## src/core/gpp_pkg.sv

```systemverilog
// constants for the general purpose port block: register offsets,
// reset values, field layout and bus widths.
// assumes the special register space is byte wide with 8-bit addresses.
package gpp_pkg;

  localparam int NUM_PORTS = 4;
  localparam int PORT_W = 8;
  localparam int PIN_W = NUM_PORTS * PORT_W;

  // byte offsets in the special register space
  localparam logic [7:0] ADDR_PORT0_DATA = 8'h80;
  localparam logic [7:0] ADDR_PORT1_DATA = 8'h90;
  localparam logic [7:0] ADDR_PORT2_DATA = 8'hA0;
  localparam logic [7:0] ADDR_PORT3_DATA = 8'hB0;
  localparam logic [7:0] ADDR_PORT0_OUTPUT_MODE = 8'hA4;
  localparam logic [7:0] ADDR_PORT1_OUTPUT_MODE = 8'hA5;
  localparam logic [7:0] ADDR_PORT2_OUTPUT_MODE = 8'hA6;
  localparam logic [7:0] ADDR_PORT3_OUTPUT_MODE = 8'hA7;
  localparam logic [7:0] ADDR_PORT0_SKIP_MASK = 8'hD4;
  localparam logic [7:0] ADDR_PORT1_SKIP_MASK = 8'hD5;
  localparam logic [7:0] ADDR_PORT2_SKIP_MASK = 8'hD6;
  localparam logic [7:0] ADDR_PORT0_INPUT_MODE = 8'hF1;
  localparam logic [7:0] ADDR_PORT1_INPUT_MODE = 8'hF2;
  localparam logic [7:0] ADDR_PORT2_INPUT_MODE = 8'hF3;
  localparam logic [7:0] ADDR_PORT3_INPUT_MODE = 8'hF4;

  // bit addresses: high five bits pick the port, low three the bit
  localparam int BIT_SEL_LSB = 3;

  // reset values
  localparam logic [7:0] RST_DATA = 8'hFF;
  localparam logic [7:0] RST_OUTPUT_MODE = 8'h00;
  localparam logic [7:0] RST_SKIP_MASK = 8'h00;
  localparam logic [7:0] RST_INPUT_MODE = 8'hFF;

  // port 3 has only pins 4..0 in its mode registers
  localparam logic [7:0] PORT3_MODE_MASK = 8'h1F;
  localparam logic [1:0] PORT3 = 2'h3;

  // register kinds found by the address decoder
  typedef enum logic [2:0] {
    GPP_NONE, GPP_DATA, GPP_IN_MODE, GPP_OUT_MODE, GPP_SKIP
  } gpp_kind_t;

endpackage : gpp_pkg

```

## src/core/gpp_port_io.sv

```systemverilog
// four 8-bit general purpose ports: data latches, input mode, output
// mode, skip masks and pin driver control.
// assumes the core's special register port (byte and bit access) and the
// crossbar sit on core_clk; pin levels arrive asynchronously.
`timescale 1ns/10ps

// Behaviour
// a pin not taken by the crossbar or analog use is plain I/O from its latch.
// each port data register can be accessed as a byte or per bit.
// a data write stores the byte in a latch held until the next write.
// an ordinary data read returns pin levels, even for crossbar pins.
// read-modify-write reads return the latch, not the pins.
// the latch reaches a pin only where the crossbar leaves it as port I/O.
// a 0 drives low; a 1 drives high in push-pull, floats in open-drain.
// a data bit whose pin is analog always reads 1.
// a data bit whose pin is digital reads the pin level.
// input mode 0 is analog, 1 digital; analog kills pullup, driver, receiver.
// output mode 0 is open-drain, 1 is push-pull.
// output mode is ignored while the pin's input mode is analog.
// pins carrying the two-wire serial bus are always open-drain.
// software skips analog and dedicated pins; skip bit 1 skips the pin.
// port 3 mode bits 7..5 read 000b and ignore writes.
// with the crossbar disabled all drivers are off, pins are inputs.
// with pullups enabled, open-drain digital pins get a pullup unless low.
module gpp_port_io
  import gpp_pkg::*;
(
  // clock, reset, enable
  input wire logic core_clk,
  input wire logic rst,
  input wire logic ce,
  // byte access to special registers
  input wire logic [7:0] sfr_addr,
  input wire logic sfr_wr,
  input wire logic sfr_rd,
  input wire logic sfr_rmw,
  input wire logic [7:0] sfr_wdata,
  output logic [7:0] sfr_rdata,
  output logic sfr_hit,
  // bit access to port data registers
  input wire logic [7:0] bit_addr,
  input wire logic bit_wr,
  input wire logic bit_rd,
  input wire logic bit_rmw,
  input wire logic bit_wdata,
  output logic bit_rdata,
  // crossbar controls and routed peripheral signals
  input wire logic crossbar_enable_bit,
  input wire logic weak_pullup_disable_bit,
  input wire logic [PIN_W-1:0] xbar_assign,
  input wire logic [PIN_W-1:0] xbar_value,
  input wire logic [PIN_W-1:0] xbar_serial_bus,
  output logic [PIN_W-1:0] crossbar_skip_mask,
  // pins
  input wire logic [PIN_W-1:0] pin_in,
  output logic [PIN_W-1:0] pin_out,
  output logic [PIN_W-1:0] pin_oe_n,
  output logic [PIN_W-1:0] pin_pullup,
  output logic [PIN_W-1:0] pin_analog
);

  logic [PIN_W-1:0] data_latch;
  logic [PIN_W-1:0] input_mode_reg;
  logic [PIN_W-1:0] output_mode_reg;
  logic [PIN_W-1:0] skip_reg;
  logic [PIN_W-1:0] pin_meta;
  logic [PIN_W-1:0] pin_sync;

  logic [2:0] byte_kind;
  logic [1:0] byte_port;
  logic bit_hit;
  logic [1:0] bit_port;
  logic [2:0] bit_idx;

  logic [PIN_W-1:0] next_pin_out;
  logic [PIN_W-1:0] next_pin_oe_n;
  logic [PIN_W-1:0] next_pin_pullup;
  logic [PIN_W-1:0] next_pin_analog;
  logic [7:0] next_sfr_rdata;
  logic [7:0] byte_view;
  logic [7:0] bit_view;
  logic data_wr_en;
  logic bit_wr_en;
  logic in_mode_wr_en;
  logic out_mode_wr_en;
  logic skip_wr_en;

  // address to {kind, port}
  function automatic logic [4:0] decode(input logic [7:0] a);
    case (a)
      ADDR_PORT0_DATA: decode = {GPP_DATA, 2'h0};
      ADDR_PORT1_DATA: decode = {GPP_DATA, 2'h1};
      ADDR_PORT2_DATA: decode = {GPP_DATA, 2'h2};
      ADDR_PORT3_DATA: decode = {GPP_DATA, 2'h3};
      ADDR_PORT0_INPUT_MODE: decode = {GPP_IN_MODE, 2'h0};
      ADDR_PORT1_INPUT_MODE: decode = {GPP_IN_MODE, 2'h1};
      ADDR_PORT2_INPUT_MODE: decode = {GPP_IN_MODE, 2'h2};
      ADDR_PORT3_INPUT_MODE: decode = {GPP_IN_MODE, 2'h3};
      ADDR_PORT0_OUTPUT_MODE: decode = {GPP_OUT_MODE, 2'h0};
      ADDR_PORT1_OUTPUT_MODE: decode = {GPP_OUT_MODE, 2'h1};
      ADDR_PORT2_OUTPUT_MODE: decode = {GPP_OUT_MODE, 2'h2};
      ADDR_PORT3_OUTPUT_MODE: decode = {GPP_OUT_MODE, 2'h3};
      ADDR_PORT0_SKIP_MASK: decode = {GPP_SKIP, 2'h0};
      ADDR_PORT1_SKIP_MASK: decode = {GPP_SKIP, 2'h1};
      ADDR_PORT2_SKIP_MASK: decode = {GPP_SKIP, 2'h2};
      default: decode = {GPP_NONE, 2'h0};
    endcase
  endfunction : decode

  // bit address hits a data port when its high bits match a port base
  function automatic logic [2:0] bit_decode(input logic [7:0] a);
    logic [4:0] hi;
    hi = a[7:BIT_SEL_LSB];
    if (hi == ADDR_PORT0_DATA[7:BIT_SEL_LSB]) begin
      bit_decode = {1'b1, 2'h0};
    end else if (hi == ADDR_PORT1_DATA[7:BIT_SEL_LSB]) begin
      bit_decode = {1'b1, 2'h1};
    end else if (hi == ADDR_PORT2_DATA[7:BIT_SEL_LSB]) begin
      bit_decode = {1'b1, 2'h2};
    end else if (hi == ADDR_PORT3_DATA[7:BIT_SEL_LSB]) begin
      bit_decode = {1'b1, 2'h3};
    end else begin
      bit_decode = 3'h0;
    end
  endfunction : bit_decode

  // data read: latch for read-modify-write, pins otherwise
  function automatic logic [7:0] data_view(
    input logic [1:0] p,
    input logic rmw,
    input logic [PIN_W-1:0] latch,
    input logic [PIN_W-1:0] pins,
    input logic [PIN_W-1:0] imode
  );
    if (rmw) begin
      data_view = latch[p*PORT_W +: PORT_W];
    end else begin
      // analog pins read 1, digital pins read their level
      data_view = pins[p*PORT_W +: PORT_W]
                | ~imode[p*PORT_W +: PORT_W];
    end
  endfunction : data_view

  // port 3 mode registers keep only pins 4..0
  function automatic logic [7:0] mode_mask(input logic [1:0] p);
    mode_mask = (p == PORT3) ? PORT3_MODE_MASK : 8'hFF;
  endfunction : mode_mask

  assign {byte_kind, byte_port} = decode(sfr_addr);
  assign {bit_hit, bit_port} = bit_decode(bit_addr);
  assign bit_idx = bit_addr[BIT_SEL_LSB-1:0];

  // one latch write per cycle: a byte data write wins over a bit write
  assign data_wr_en = sfr_wr && byte_kind == GPP_DATA;
  assign bit_wr_en = bit_wr && bit_hit && !data_wr_en;
  assign in_mode_wr_en = sfr_wr && byte_kind == GPP_IN_MODE;
  assign out_mode_wr_en = sfr_wr && byte_kind == GPP_OUT_MODE;
  assign skip_wr_en = sfr_wr && byte_kind == GPP_SKIP;
  assign byte_view = data_view(byte_port, sfr_rmw, data_latch,
                               pin_sync, input_mode_reg);
  assign bit_view = data_view(bit_port, bit_rmw, data_latch,
                              pin_sync, input_mode_reg);

  // pins are asynchronous: two flops before any use
  always_ff @(posedge core_clk or posedge rst) begin
    if (rst) begin
      pin_meta <= '0;
      pin_sync <= '0;
    end else if (ce) begin
      pin_meta <= pin_in;
      pin_sync <= pin_meta;
    end
  end

  // output latches, byte and bit writes
  always_ff @(posedge core_clk or posedge rst) begin
    if (rst) begin
      data_latch <= {NUM_PORTS{RST_DATA}};
    end else if (ce) begin
      if (data_wr_en) begin
        data_latch[byte_port*PORT_W +: PORT_W] <= sfr_wdata;
      end else if (bit_wr_en) begin
        data_latch[bit_port*PORT_W + bit_idx] <= bit_wdata;
      end
    end
  end

  // input mode registers
  always_ff @(posedge core_clk or posedge rst) begin
    if (rst) begin
      // port 3 bits 7..5 have no pin and read 0 from reset on
      input_mode_reg <= {RST_INPUT_MODE & PORT3_MODE_MASK,
                         {(NUM_PORTS-1){RST_INPUT_MODE}}};
    end else if (ce && in_mode_wr_en) begin
      input_mode_reg[byte_port*PORT_W +: PORT_W] <=
        sfr_wdata & mode_mask(byte_port);
    end
  end

  // output mode registers
  always_ff @(posedge core_clk or posedge rst) begin
    if (rst) begin
      output_mode_reg <= {NUM_PORTS{RST_OUTPUT_MODE}};
    end else if (ce && out_mode_wr_en) begin
      output_mode_reg[byte_port*PORT_W +: PORT_W] <=
        sfr_wdata & mode_mask(byte_port);
    end
  end

  // skip masks feed the crossbar's pin walk
  always_ff @(posedge core_clk or posedge rst) begin
    if (rst) begin
      skip_reg <= {NUM_PORTS{RST_SKIP_MASK}};
    end else if (ce && skip_wr_en) begin
      skip_reg[byte_port*PORT_W +: PORT_W] <= sfr_wdata;
    end
  end

  // byte read data
  always_comb begin
    case (byte_kind)
      GPP_DATA: begin
        next_sfr_rdata = byte_view;
      end
      GPP_IN_MODE: begin
        next_sfr_rdata = input_mode_reg[byte_port*PORT_W +: PORT_W];
      end
      GPP_OUT_MODE: begin
        next_sfr_rdata = output_mode_reg[byte_port*PORT_W +: PORT_W];
      end
      GPP_SKIP: begin
        next_sfr_rdata = skip_reg[byte_port*PORT_W +: PORT_W];
      end
      default: begin
        next_sfr_rdata = 8'h00;
      end
    endcase
  end

  // read answers stand until the next read
  always_ff @(posedge core_clk or posedge rst) begin
    if (rst) begin
      sfr_rdata <= 8'h00;
    end else if (ce && sfr_rd) begin
      sfr_rdata <= next_sfr_rdata;
    end
  end

  // hit flag tells software whether the address exists at all
  always_ff @(posedge core_clk or posedge rst) begin
    if (rst) begin
      sfr_hit <= 1'b0;
    end else if (ce && sfr_rd) begin
      sfr_hit <= (byte_kind != GPP_NONE);
    end
  end

  // unmapped bit addresses read 0
  always_ff @(posedge core_clk or posedge rst) begin
    if (rst) begin
      bit_rdata <= 1'b0;
    end else if (ce && bit_rd) begin
      bit_rdata <= bit_hit && bit_view[bit_idx];
    end
  end

  // pin driver decision per pin
  always_comb begin
    for (int i = 0; i < PIN_W; i++) begin
      logic digital;
      logic val;
      logic open_drain;
      logic drive_low;
      logic drive_high;
      digital = input_mode_reg[i];
      // crossbar pins take the peripheral value, others the latch
      val = xbar_assign[i] ? xbar_value[i] : data_latch[i];
      // analog pins have no output mode at all
      open_drain = ~output_mode_reg[i] | xbar_serial_bus[i];
      drive_low = crossbar_enable_bit & digital & ~val;
      drive_high = crossbar_enable_bit & digital & val
                 & ~open_drain;
      next_pin_out[i] = val & drive_high;
      next_pin_oe_n[i] = ~(drive_low | drive_high);
      // pullup off while driving low to save current
      next_pin_pullup[i] = ~weak_pullup_disable_bit & digital
                         & open_drain & ~drive_low;
      next_pin_analog[i] = ~digital;
    end
  end

  // pin controls, one register per concern
  always_ff @(posedge core_clk or posedge rst) begin
    if (rst) begin
      pin_out <= '0;
    end else if (ce) begin
      pin_out <= next_pin_out;
    end
  end

  // drivers stay off through reset so the board sees inputs only
  always_ff @(posedge core_clk or posedge rst) begin
    if (rst) begin
      pin_oe_n <= '1;
    end else if (ce) begin
      pin_oe_n <= next_pin_oe_n;
    end
  end

  always_ff @(posedge core_clk or posedge rst) begin
    if (rst) begin
      pin_pullup <= '0;
    end else if (ce) begin
      pin_pullup <= next_pin_pullup;
    end
  end

  always_ff @(posedge core_clk or posedge rst) begin
    if (rst) begin
      pin_analog <= '0;
    end else if (ce) begin
      pin_analog <= next_pin_analog;
    end
  end

  // crossbar sees a skip mask one cycle after its write
  always_ff @(posedge core_clk or posedge rst) begin
    if (rst) begin
      crossbar_skip_mask <= '0;
    end else if (ce) begin
      crossbar_skip_mask <= skip_reg;
    end
  end

endmodule : gpp_port_io

```

## config.mk

```make
export PLATFORM = sky130hd
export DESIGN_NAME = gpp_port_io
export DESIGN_NICKNAME = d
export VERILOG_FILES = /design/src/core/gpp_pkg.sv /design/src/core/gpp_port_io.sv
export SDC_FILE = /design/constraint.sdc
export NUM_CORES = 1
export LEC_CHECK = 0
export BUFFER_PORTS_ARGS = -buffer_cell sky130_fd_sc_hd__clkbuf_2
export CAP_MARGIN = 20
export CORE_MARGIN = 5
export CORE_UTILIZATION = 55
export DETAILED_ROUTE_END_ITERATION = 6
export GPL_TIMING_DRIVEN = 0
export PLACE_DENSITY_LB_ADDON = 0.1
export SYNTH_ARGS = -nofsm -noshare
export SYNTH_HDL_FRONTEND = slang
export SYNTH_SLANG_ARGS = --single-unit
```

## constraint.sdc

```tcl
create_clock -name core_clk -period 26.3 [get_ports core_clk]
set_input_delay 3.945 -clock core_clk [delete_from_list [all_inputs] [get_ports core_clk]]
set_output_delay 3.945 -clock core_clk [all_outputs]
set_load 0.03 [all_outputs]
```

==> impl_metrics.toml, run 1 <==
[global_routing]
grt_max_degree = 126
grt_overflow = 0
grt_pass1_vias = 16500
grt_pass1_wl_mm = 105
antenna_found_initial = 4
grtUsageTotal_pct = 38.1

[clocking]
clkSlewWorstSetupHoldPaths_ps = 60
cts.sinks = 362
hold_buffers = 0
root_buffer = "clkbuf_16"
postCtsSetupBuffers = 0
cts_max_path_buffers = 3
htreeDepth = 2
cts_buffers = 39
clk-insertion-delay-late_ps = 550
ctsResizeCount = 0
cts_tree = "yes"

[synth]
syn_area_um2 = 18200
synth_nets = 2006
yosysTopAreaCellShare_pct = 36.9
synth_cells = 1837
yosysUniqueCellTypes = 64
avgSynthCellArea_um2 = 9.92
ys_async_sr_fraction_pct = 100
ys_warn_count = 0
synth_seq_cells = 362
synth_top_area_cell = "dfrtp_1"
synth_area_leaders = "dfrtp_1, dfstp_2, mux2_2"
seq_area_frac_synth_pct = 50.3
synthFlopType = "dfrtp_1"
synth-edff-count = 0

[placement]
io_buffer_count = 322
place_hpwl_mm = 54.2
pre_cts_ws_ps = 18140
gp_congestion = 1.00
placed_area_um2 = 20500

[die]
die_area_um2 = 36900
die_h_um = 192
coreArea_um2 = 32600
num_rows = 66
io_pins = 334
start_util_pct = 55.9
die_w_um = 192

[hold_path]
hp-class = "flop to flop"

[critical_path]
cp_data_required_time_ps = 26750
crit_type = "input pin to flop"
critical_path.max_fanout = 11
cp_cell_sequence = "clkbuf_2 -> nand4bb_1 -> nor3b_1 -> o21a_1 -> buf_4 -> or2_2 -> buf_2 -> inv_2 -> buf_2 -> ha_1 -> clkbuf_1 -> nand2b_1 -> or2_2 -> clkbuf_1 -> nor2_1 -> a21oi_1 -> o31ai_1"
max_stage_delay_ps = 570
r2r_slack_ps = 24160
end_kind = "flop"
worst_setup_path_start_kind = "input pin"
cp_slowest_cell = "nor3b_1"
cp_data_arrival_time_ps = 8140

[sta]
setup_ws_ps = 18610
rsz0062_at_grt = "no"
period_share_pct = 29.3
tightestPinTransition_ps = 1060
fmax_mhz = 130
finalSetupViolCount = 0
maxSlewViolCount = 0
finalSetupTns_ps = 0
skew_ps = 16.3
relSlewSlack_pct = 29.2
hold_slack_ps = 491
period_minus_slack_ps = 7690
finalHoldViolCount = 0

[route]
viasPerCell = 6.35
drtAntennaViolNets = 0
first_pass_iters = 6
wl_per_cell_um = 26.9
vias = 17000
drt_wl_total_mm = 72.0
drtIter0Drc = 1681
drcViolationCount = 0

[outcome]
outcome = "completed"

[layout]
syn2layout_area_growth_pct = 19.8
design_area_um2 = 21800
nets = 2372
drive_gt1_share_pct = 29.6

[power]
power.density_nw_per_um2 = 61.0
p_leak_nw = 9.28
finalPower_mw = 1.33
vdd_drop_max_mv = 0.0561

[job]
maxCapViolCount = 0
## layout make-up
type / instances / area, µm²
multi-input combinational: 1245 / 8100
buffer: 122 / 547
sequential: 362 / 9180
clock inverter: 23 / 333
antenna: 1 / 2.50
clock buffer: 49 / 1040
tap: 442 / 553
timing repair buffer: 325 / 1680
inverter: 108 / 413
fill: 2620 / 10800
## path summary, 6_finish.rpt
kind	from	end	cells after the start
max	sfr_addr[6]	data_latch[18]	17
min	pin_oe_n[19]	pin_oe_n[19]	2
max reg2reg	input_mode_reg[12]	bit_rdata	7
min reg2reg	pin_oe_n[19]	pin_oe_n[19]	2
max in group asynchronous	rst	crossbar_skip_mask[0]	3
min in group asynchronous	rst	pin_analog[4]	2
## cell usage after synthesis (3+ instances only)
library cell	n
or3b_2	4
dfrtp_1	269
a311oi_1	8
a22o_1	11
nor2b_1	6
o22ai_1	3
nand4_1	3
o221ai_1	15
and3_1	4
o31ai_1	44
inv_1	106
mux2i_1	66
nand2b_1	51
nand2_1	223
buf_2	5
a221oi_1	3
a2bb2oi_1	6
a31oi_1	13
o32ai_1	35
clkbuf_1	94
mux2_2	126
nand3_1	71
a21oi_1	125
a32oi_1	14
nor2_1	133
o21ai_0	162
dfstp_2	93
nor3b_1	12
nor3_1	7
mux4_2	19
buf_1	10
a211oi_1	3
and2_1	8
a22oi_1	17
nand3b_1	5
ha_1	5
or3_1	4
o211ai_1	11
buf_4	4
buf_6	9
## routing by layer
layer / GRT usage, % / wire length (µm) / vias to the layer above
met4: 20.8 / 4860 / 8
met3: 11.5 / 8870 / 282
met2: 56.5 / 30700 / 1170
met5: 0 / 61 / -
li1: - / - / 7288
met1: 50.4 / 27500 / 8258
## cells by family after synthesis
group                      Yosys count  synth area share [%]
adders and majority gates            5                 0.343
and+or+nand+nor                    544                  13.7
xor gates and xnor gates             1                0.0481
muxes                              211                  13.8
DFF                                362                  50.3
AOI/OAI and AO/OA                  484                  16.6
buffers and inverters              230                  5.22
## stage by stage
| stage | instances | utilization, % |
|---|---|---|
| 2_1_floorplan | 1837 | - |
| 3_3_place_gp | 2601 | 62.5 |
| 3_5_place_dp | 2603 | 62.7 |
| 4_1_cts | 2675 | 66.9 |
| 5_1_grt | 2676 | 67.0 |
| 6_report | 2677 | 67.0 |
## where the power goes
group | internal [mW] | total [mW] | leakage [nW] | switching [mW]
combinational | 0.0492 | 0.136 | 4.22 | 0.0865
sequential | 0.581 | 0.605 | 4.40 | 0.0242
clock | 0.347 | 0.591 | 0.664 | 0.244
total | 0.977 | 1.33 | 9.28 | 0.355
## layout by cell type, fill, tap and decap left out, types with 51 or more instances in the layout
master / netlist / final
clkbuf_2: 0 / 322
dfrtp_1: 269 / 269
nand2_1: 223 / 223
o21ai_0: 162 / 162
nor2_1: 133 / 133
mux2_2: 126 / 126
a21oi_1: 125 / 125
inv_1: 106 / 105
clkbuf_1: 94 / 101
dfstp_2: 93 / 93
nand3_1: 71 / 71
mux2i_1: 66 / 66
nand2b_1: 51 / 51
## worst max-delay path: cells and delay by family
| family | cells | cell delay, ps |
|---|---|---|
| simple gates | 6 | 2120 |
| compound gates | 3 | 620 |
| buf+inv | 7 | 1220 |
| fa+ha+maj | 1 | 220 |
No activity file was read; power rests on OpenSTA's default activity.
==> run 2: changes to the inputs <==
--- a/config.mk
+++ b/config.mk
@@ -8,7 +8,7 @@
 export BUFFER_PORTS_ARGS = -buffer_cell sky130_fd_sc_hd__clkbuf_2
 export CAP_MARGIN = 20
 export CORE_MARGIN = 5
-export CORE_UTILIZATION = 55
+export CORE_UTILIZATION = 51
 export DETAILED_ROUTE_END_ITERATION = 6
 export GPL_TIMING_DRIVEN = 0
 export PLACE_DENSITY_LB_ADDON = 0.1
==> constraint.sdc (replaced) <==
create_clock -name core_clk -period 7 [get_ports core_clk]
set_input_delay 1.05 -clock core_clk [delete_from_list [all_inputs] [get_ports core_clk]]
set_output_delay 1.05 -clock core_clk [all_outputs]
set_load 0.03 [all_outputs]
==> impl_metrics.toml, run 2 (synthesized netlist as in run 1, its figures left out) <==
[route]
drtAntennaViolNets = 0
wl_per_cell_um = 27.0
drt_wl_total_mm = 73.1
drtIter0Drc = 1661
drcViolationCount = 0
first_pass_iters = 5
vias = 16800
viasPerCell = 6.20

[power]
power.density_nw_per_um2 = 229
p_leak_nw = 9.37
combPwrFrac_pct = 10.3
p_int_mw = 3.72
p_sw_share_pct = 26.3
seq_power_share_pct = 45.1
vdd_drop_max_mv = 0.236
p_switching_mw = 1.32
clockPowerShare_pct = 44.6

[placement]
io_buffer_count = 322
placed_area_um2 = 20600
gp_congestion = 1.04
place_hpwl_mm = 55.6

[layout]
layout_commonest_cell = "clkbuf_2"
layout_common_cells = "clkbuf_2, dfrtp_1, nand2_1"
fin_util_pct = 62.2
drive_gt1_share_pct = 30.0
nets = 2381
syn2layout_area_growth_pct = 20.9
design_area_um2 = 22000

[global_routing]
grt_pass1_vias = 16500
busiest_layer = "met2"
grtUsageMet1_pct = 50.3
grt_pass1_wl_mm = 105
grt_max_degree = 43
grt_use_met2_pct = 53.4
grtUsageTotal_pct = 36.0
use_met3_pct = 8.72
antenna_found_initial = 0
grt_overflow = 0

[critical_path]
max_stage_delay_ps = 550
cp_data_required_time_ps = 7480
critical_path.max_fanout = 11
worst_setup_path_start_kind = "input pin"
crit_type = "input pin to flop"
end_kind = "flop"
cp_data_arrival_time_ps = 5310
cp_slowest_cell = "nor3b_1"
cp_cell_sequence = "clkbuf_2 -> nand4bb_1 -> nor3b_1 -> o21a_1 -> buf_4 -> or2_2 -> buf_2 -> inv_2 -> buf_2 -> ha_1 -> clkbuf_1 -> nand2b_1 -> or2_2 -> clkbuf_1 -> nor2_1 -> a21oi_1 -> o31ai_1"

[sta]
finalHoldViolCount = 0
finalSetupViolCount = 0
tightestPinTransition_ps = 1040
maxSlewViolCount = 0
rsz0062_at_grt = "no"
skew_ps = 23.0
period_share_pct = 69.0
relSlewSlack_pct = 30.2
hold_slack_ps = 487
fmax_mhz = 207
period_minus_slack_ps = 4830

[job]
maxCapViolCount = 0

[die]
die_h_um = 199
io_pins = 334
die_area_um2 = 39600
num_rows = 69
die_w_um = 199
start_util_pct = 51.5
coreArea_um2 = 35400

[clocking]
cts_tree = "yes"
root_buffer = "clkbuf_16"
hold_buffers = 0
postCtsSetupBuffers = 0
htreeDepth = 2
cts.sinks = 362
clkSlewWorstSetupHoldPaths_ps = 60
cts_max_path_buffers = 3
ctsResizeCount = 0
clk-insertion-delay-late_ps = 580
cts_buffers = 40

[hold_path]
hp-class = "flop to flop"

[outcome]
outcome = "completed"
==> run 2: cell types whose count changed in the layout (fill, tap and decap cells not counted), moves of 2 or more <==
cell / before / now
buf_12: 0 / 9
clkbuf_8: 3 / 9
clkinv_2: 5 / 10
clkinv_4: 5 / 0
clkbuf_1: 101 / 99
==> run 2: final cells by class <==
| cell class | count | area, µm² |
|---|---|---|
| clock inverter | 19 | 253 |
| buffer | 122 | 547 |
| inverter | 108 | 409 |
| sequential | 362 | 9180 |
| tap | 461 | 577 |
| clock buffer | 54 | 1140 |
| fill | 3003 | 13400 |
| multi-input combinational | 1245 | 8100 |
| timing repair buffer | 333 | 1830 |
| antenna | 1 | 2.50 |
==> run 2: worst paths after layout <==
kind / to / from / slack (ps) / cells past startpoint
max reg2reg: bit_rdata / input_mode_reg[12] / 4750 / 7
max in group asynchronous: input_mode_reg[27] / rst / 4780 / 7
min: pin_oe_n[19] / pin_oe_n[19] / 490 / 2
min reg2reg: pin_oe_n[19] / pin_oe_n[19] / 490 / 2
max: data_latch[20] / sfr_addr[6] / 2170 / 17
min in group asynchronous: pin_analog[1] / rst / 560 / 2
==> run 2: worst max-delay path, delay by kind of cell <==
| kind | cells | cell delay, ps |
|---|---|---|
| adder cells (fa/ha/maj) | 1 | 220 |
| buffers and inverters | 7 | 1220 |
| AND/OR/NAND/NOR | 6 | 2160 |
| AO/OA/AOI/OAI | 3 | 620 |
==> run 2: through the flow <==
stage	TNS (ps)	cells	total power, mW	setup WS, ps
after floorplan	0	1837	2.57	1170
after detailed placement	0	2630	2.81	1730
after global routing	0	2704	5.19	1990
after global placement	-258360	2620	2.79	-1020
after CTS	0	2703	5.05	2330
final	0	2705	5.04	2170
==> run 2: power by group through the flow <==
stage	combinational, mW	sequential [mW]	clock, mW
global route	0.555	2.28	2.36
floorplan	0.281	2.29	0
CTS	0.512	2.27	2.27
global placement	0.488	2.31	0
finish	0.519	2.27	2.25
detailed placement	0.509	2.30	0
==> run 2: routing by layer <==
layer | part of all wire [%] | vias up
met2 | 44 | 991
li1 | - | 7284
met4 | 5.4 | 0
met5 | 0 | -
met1 | 41 | 8266
met3 | 11 | 237
==> run 3: changes to the inputs <==
--- a/config.mk
+++ b/config.mk
@@ -8,7 +8,7 @@
 export BUFFER_PORTS_ARGS = -buffer_cell sky130_fd_sc_hd__clkbuf_2
 export CAP_MARGIN = 20
 export CORE_MARGIN = 5
-export CORE_UTILIZATION = 51
+export CORE_UTILIZATION = 55
 export DETAILED_ROUTE_END_ITERATION = 6
 export GPL_TIMING_DRIVEN = 0
 export PLACE_DENSITY_LB_ADDON = 0.1
==> constraint.sdc (replaced) <==
create_clock -name core_clk -period 5 [get_ports core_clk]
set_input_delay 0.75 -clock core_clk [delete_from_list [all_inputs] [get_ports core_clk]]
set_output_delay 0.75 -clock core_clk [all_outputs]
set_load 0.03 [all_outputs]
==> impl_metrics.toml, run 3 (synthesized netlist as in run 1, its figures left out) <==
[critical_path]
worst_setup_path_start_kind = "input pin"
end_kind = "flop"
cpLargestDelayFamily = "simple AND/OR/NAND/NOR gates"
crit_type = "input pin to flop"
path_buf_inv = 7
cp_cell_sequence = "clkbuf_2 -> nand4bb_1 -> nor3b_1 -> o21a_1 -> buf_4 -> or2_2 -> buf_2 -> inv_2 -> buf_2 -> ha_1 -> clkbuf_1 -> nand2b_1 -> or2_2 -> clkbuf_1 -> nor2_1 -> a21oi_1 -> o31ai_1"
cp_data_required_time_ps = 5460
cp_data_arrival_time_ps = 5010
cp_slowest_cell = "nor3b_1"
critical_path.max_fanout = 11
max_stage_delay_ps = 580

[layout]
diodes = 0
nets = 2380
layout_commonest_cell = "clkbuf_2"
drive_gt1_share_pct = 29.8
n_fill_cell = 2584
layout_common_cells = "clkbuf_2, dfrtp_1, nand2_1"
design_area_um2 = 22000
stdcell_count = 2685
fin_util_pct = 67.6
syn2layout_area_growth_pct = 21.0

[die]
io_pins = 334
start_util_pct = 55.9
die_area_um2 = 36900
coreArea_um2 = 32600
die_w_um = 192
num_rows = 66
die_h_um = 192

[route]
drcViolationCount = 0
wl_per_cell_um = 26.4
viasPerCell = 6.34
drt_wl_total_mm = 71.0
first_pass_iters = 6
drtIter0Drc = 1810
drtAntennaViolNets = 0
vias = 17000

[sta]
tightestPinTransition_ps = 1120
setup_ws_ps = 449
hold_slack_ps = 375
finalSetupTns_ps = 0
maxSlewViolCount = 0
rsz0062_at_grt = "no"
finalHoldViolCount = 0
fmax_mhz = 220
skew_ps = 19.7
period_share_pct = 91.0
period_minus_slack_ps = 4550
relSlewSlack_pct = 25.0
finalSetupViolCount = 0

[global_routing]
grt_overflow = 0
grt_max_degree = 43
grtUsageTotal_pct = 37.9
antenna_found_initial = 2
grt_pass1_wl_mm = 104
grt_pass1_vias = 16600

[clocking]
cts.sinks = 362
clk-insertion-delay-late_ps = 560
ctsResizeCount = 0
postCtsSetupBuffers = 0
cts_buffers = 40
clkSlewWorstSetupHoldPaths_ps = 60
root_buffer = "clkbuf_16"
cts_max_path_buffers = 3
hold_buffers = 0
cts_tree = "yes"
htreeDepth = 2

[power]
vdd_drop_max_mv = 0.334
p_leak_nw = 9.38
finalPower_mw = 7.15
power.density_nw_per_um2 = 324

[job]
maxCapViolCount = 0

[placement]
pre_cts_ws_ps = 36.1
gp_congestion = 1.01
placedCellCount = 2610
place_hpwl_mm = 54.1
placed_area_um2 = 20600
io_buffer_count = 322

[hold_path]
hp-class = "input pin to async pin"

[outcome]
outcome = "completed"
run 3: worst reg2reg max path: stages, from the launching register on:
cell and delay (ps):
dfstp_2 760, mux2_2 220, a22oi_1 50, o32ai_1 350, o211ai_1 140, and3_1 220, a31oi_1 170, o31ai_1 90
run 3: cell type report:
class | instances | area, µm² | share of cell area, %
flip-flops and latches | 362 | 9180 | 41.6
multi-input cells | 1245 | 8100 | 36.7
repair buffers | 332 | 1810 | 8.20
clock buffers | 60 | 1200 | 5.43
well taps | 442 | 553 | 2.51
plain buffers | 122 | 547 | 2.48
inverters | 108 | 409 | 1.86
clock inverters | 14 | 260 | 1.18
run 3: per-layer routing:
metal / track usage [%] / up-vias / part of all wire (%)
met5: 0 / - / 0.018
met4: 19.1 / 2 / 6.4
met3: 10.1 / 256 / 12
met2: 55.7 / 1163 / 42
met1: 52.2 / 8282 / 39
li1: - / 7316 / -
run 3: path summary, 6_finish.rpt:
kind                                    start              to  slack [ps]  cells past startpoint
max                               sfr_addr[6]  data_latch[18]         450                     17
min                                       rst   pin_analog[2]         370                      2
max reg2reg                input_mode_reg[12]       bit_rdata        2850                      7
min reg2reg                      pin_meta[31]    pin_sync[31]         490                      2
max in group asynchronous                 rst    skip_reg[18]        3130                      6
min in group core_clk              pin_in[27]    pin_meta[27]         420                      2
run 3: report_power, final:
part           switching, mW  internal, mW  leakage [nW]
registers              0.125          3.06          4.40
clock network           1.27          1.98         0.717
logic                  0.449         0.269          4.27
total                   1.84          5.31          9.38
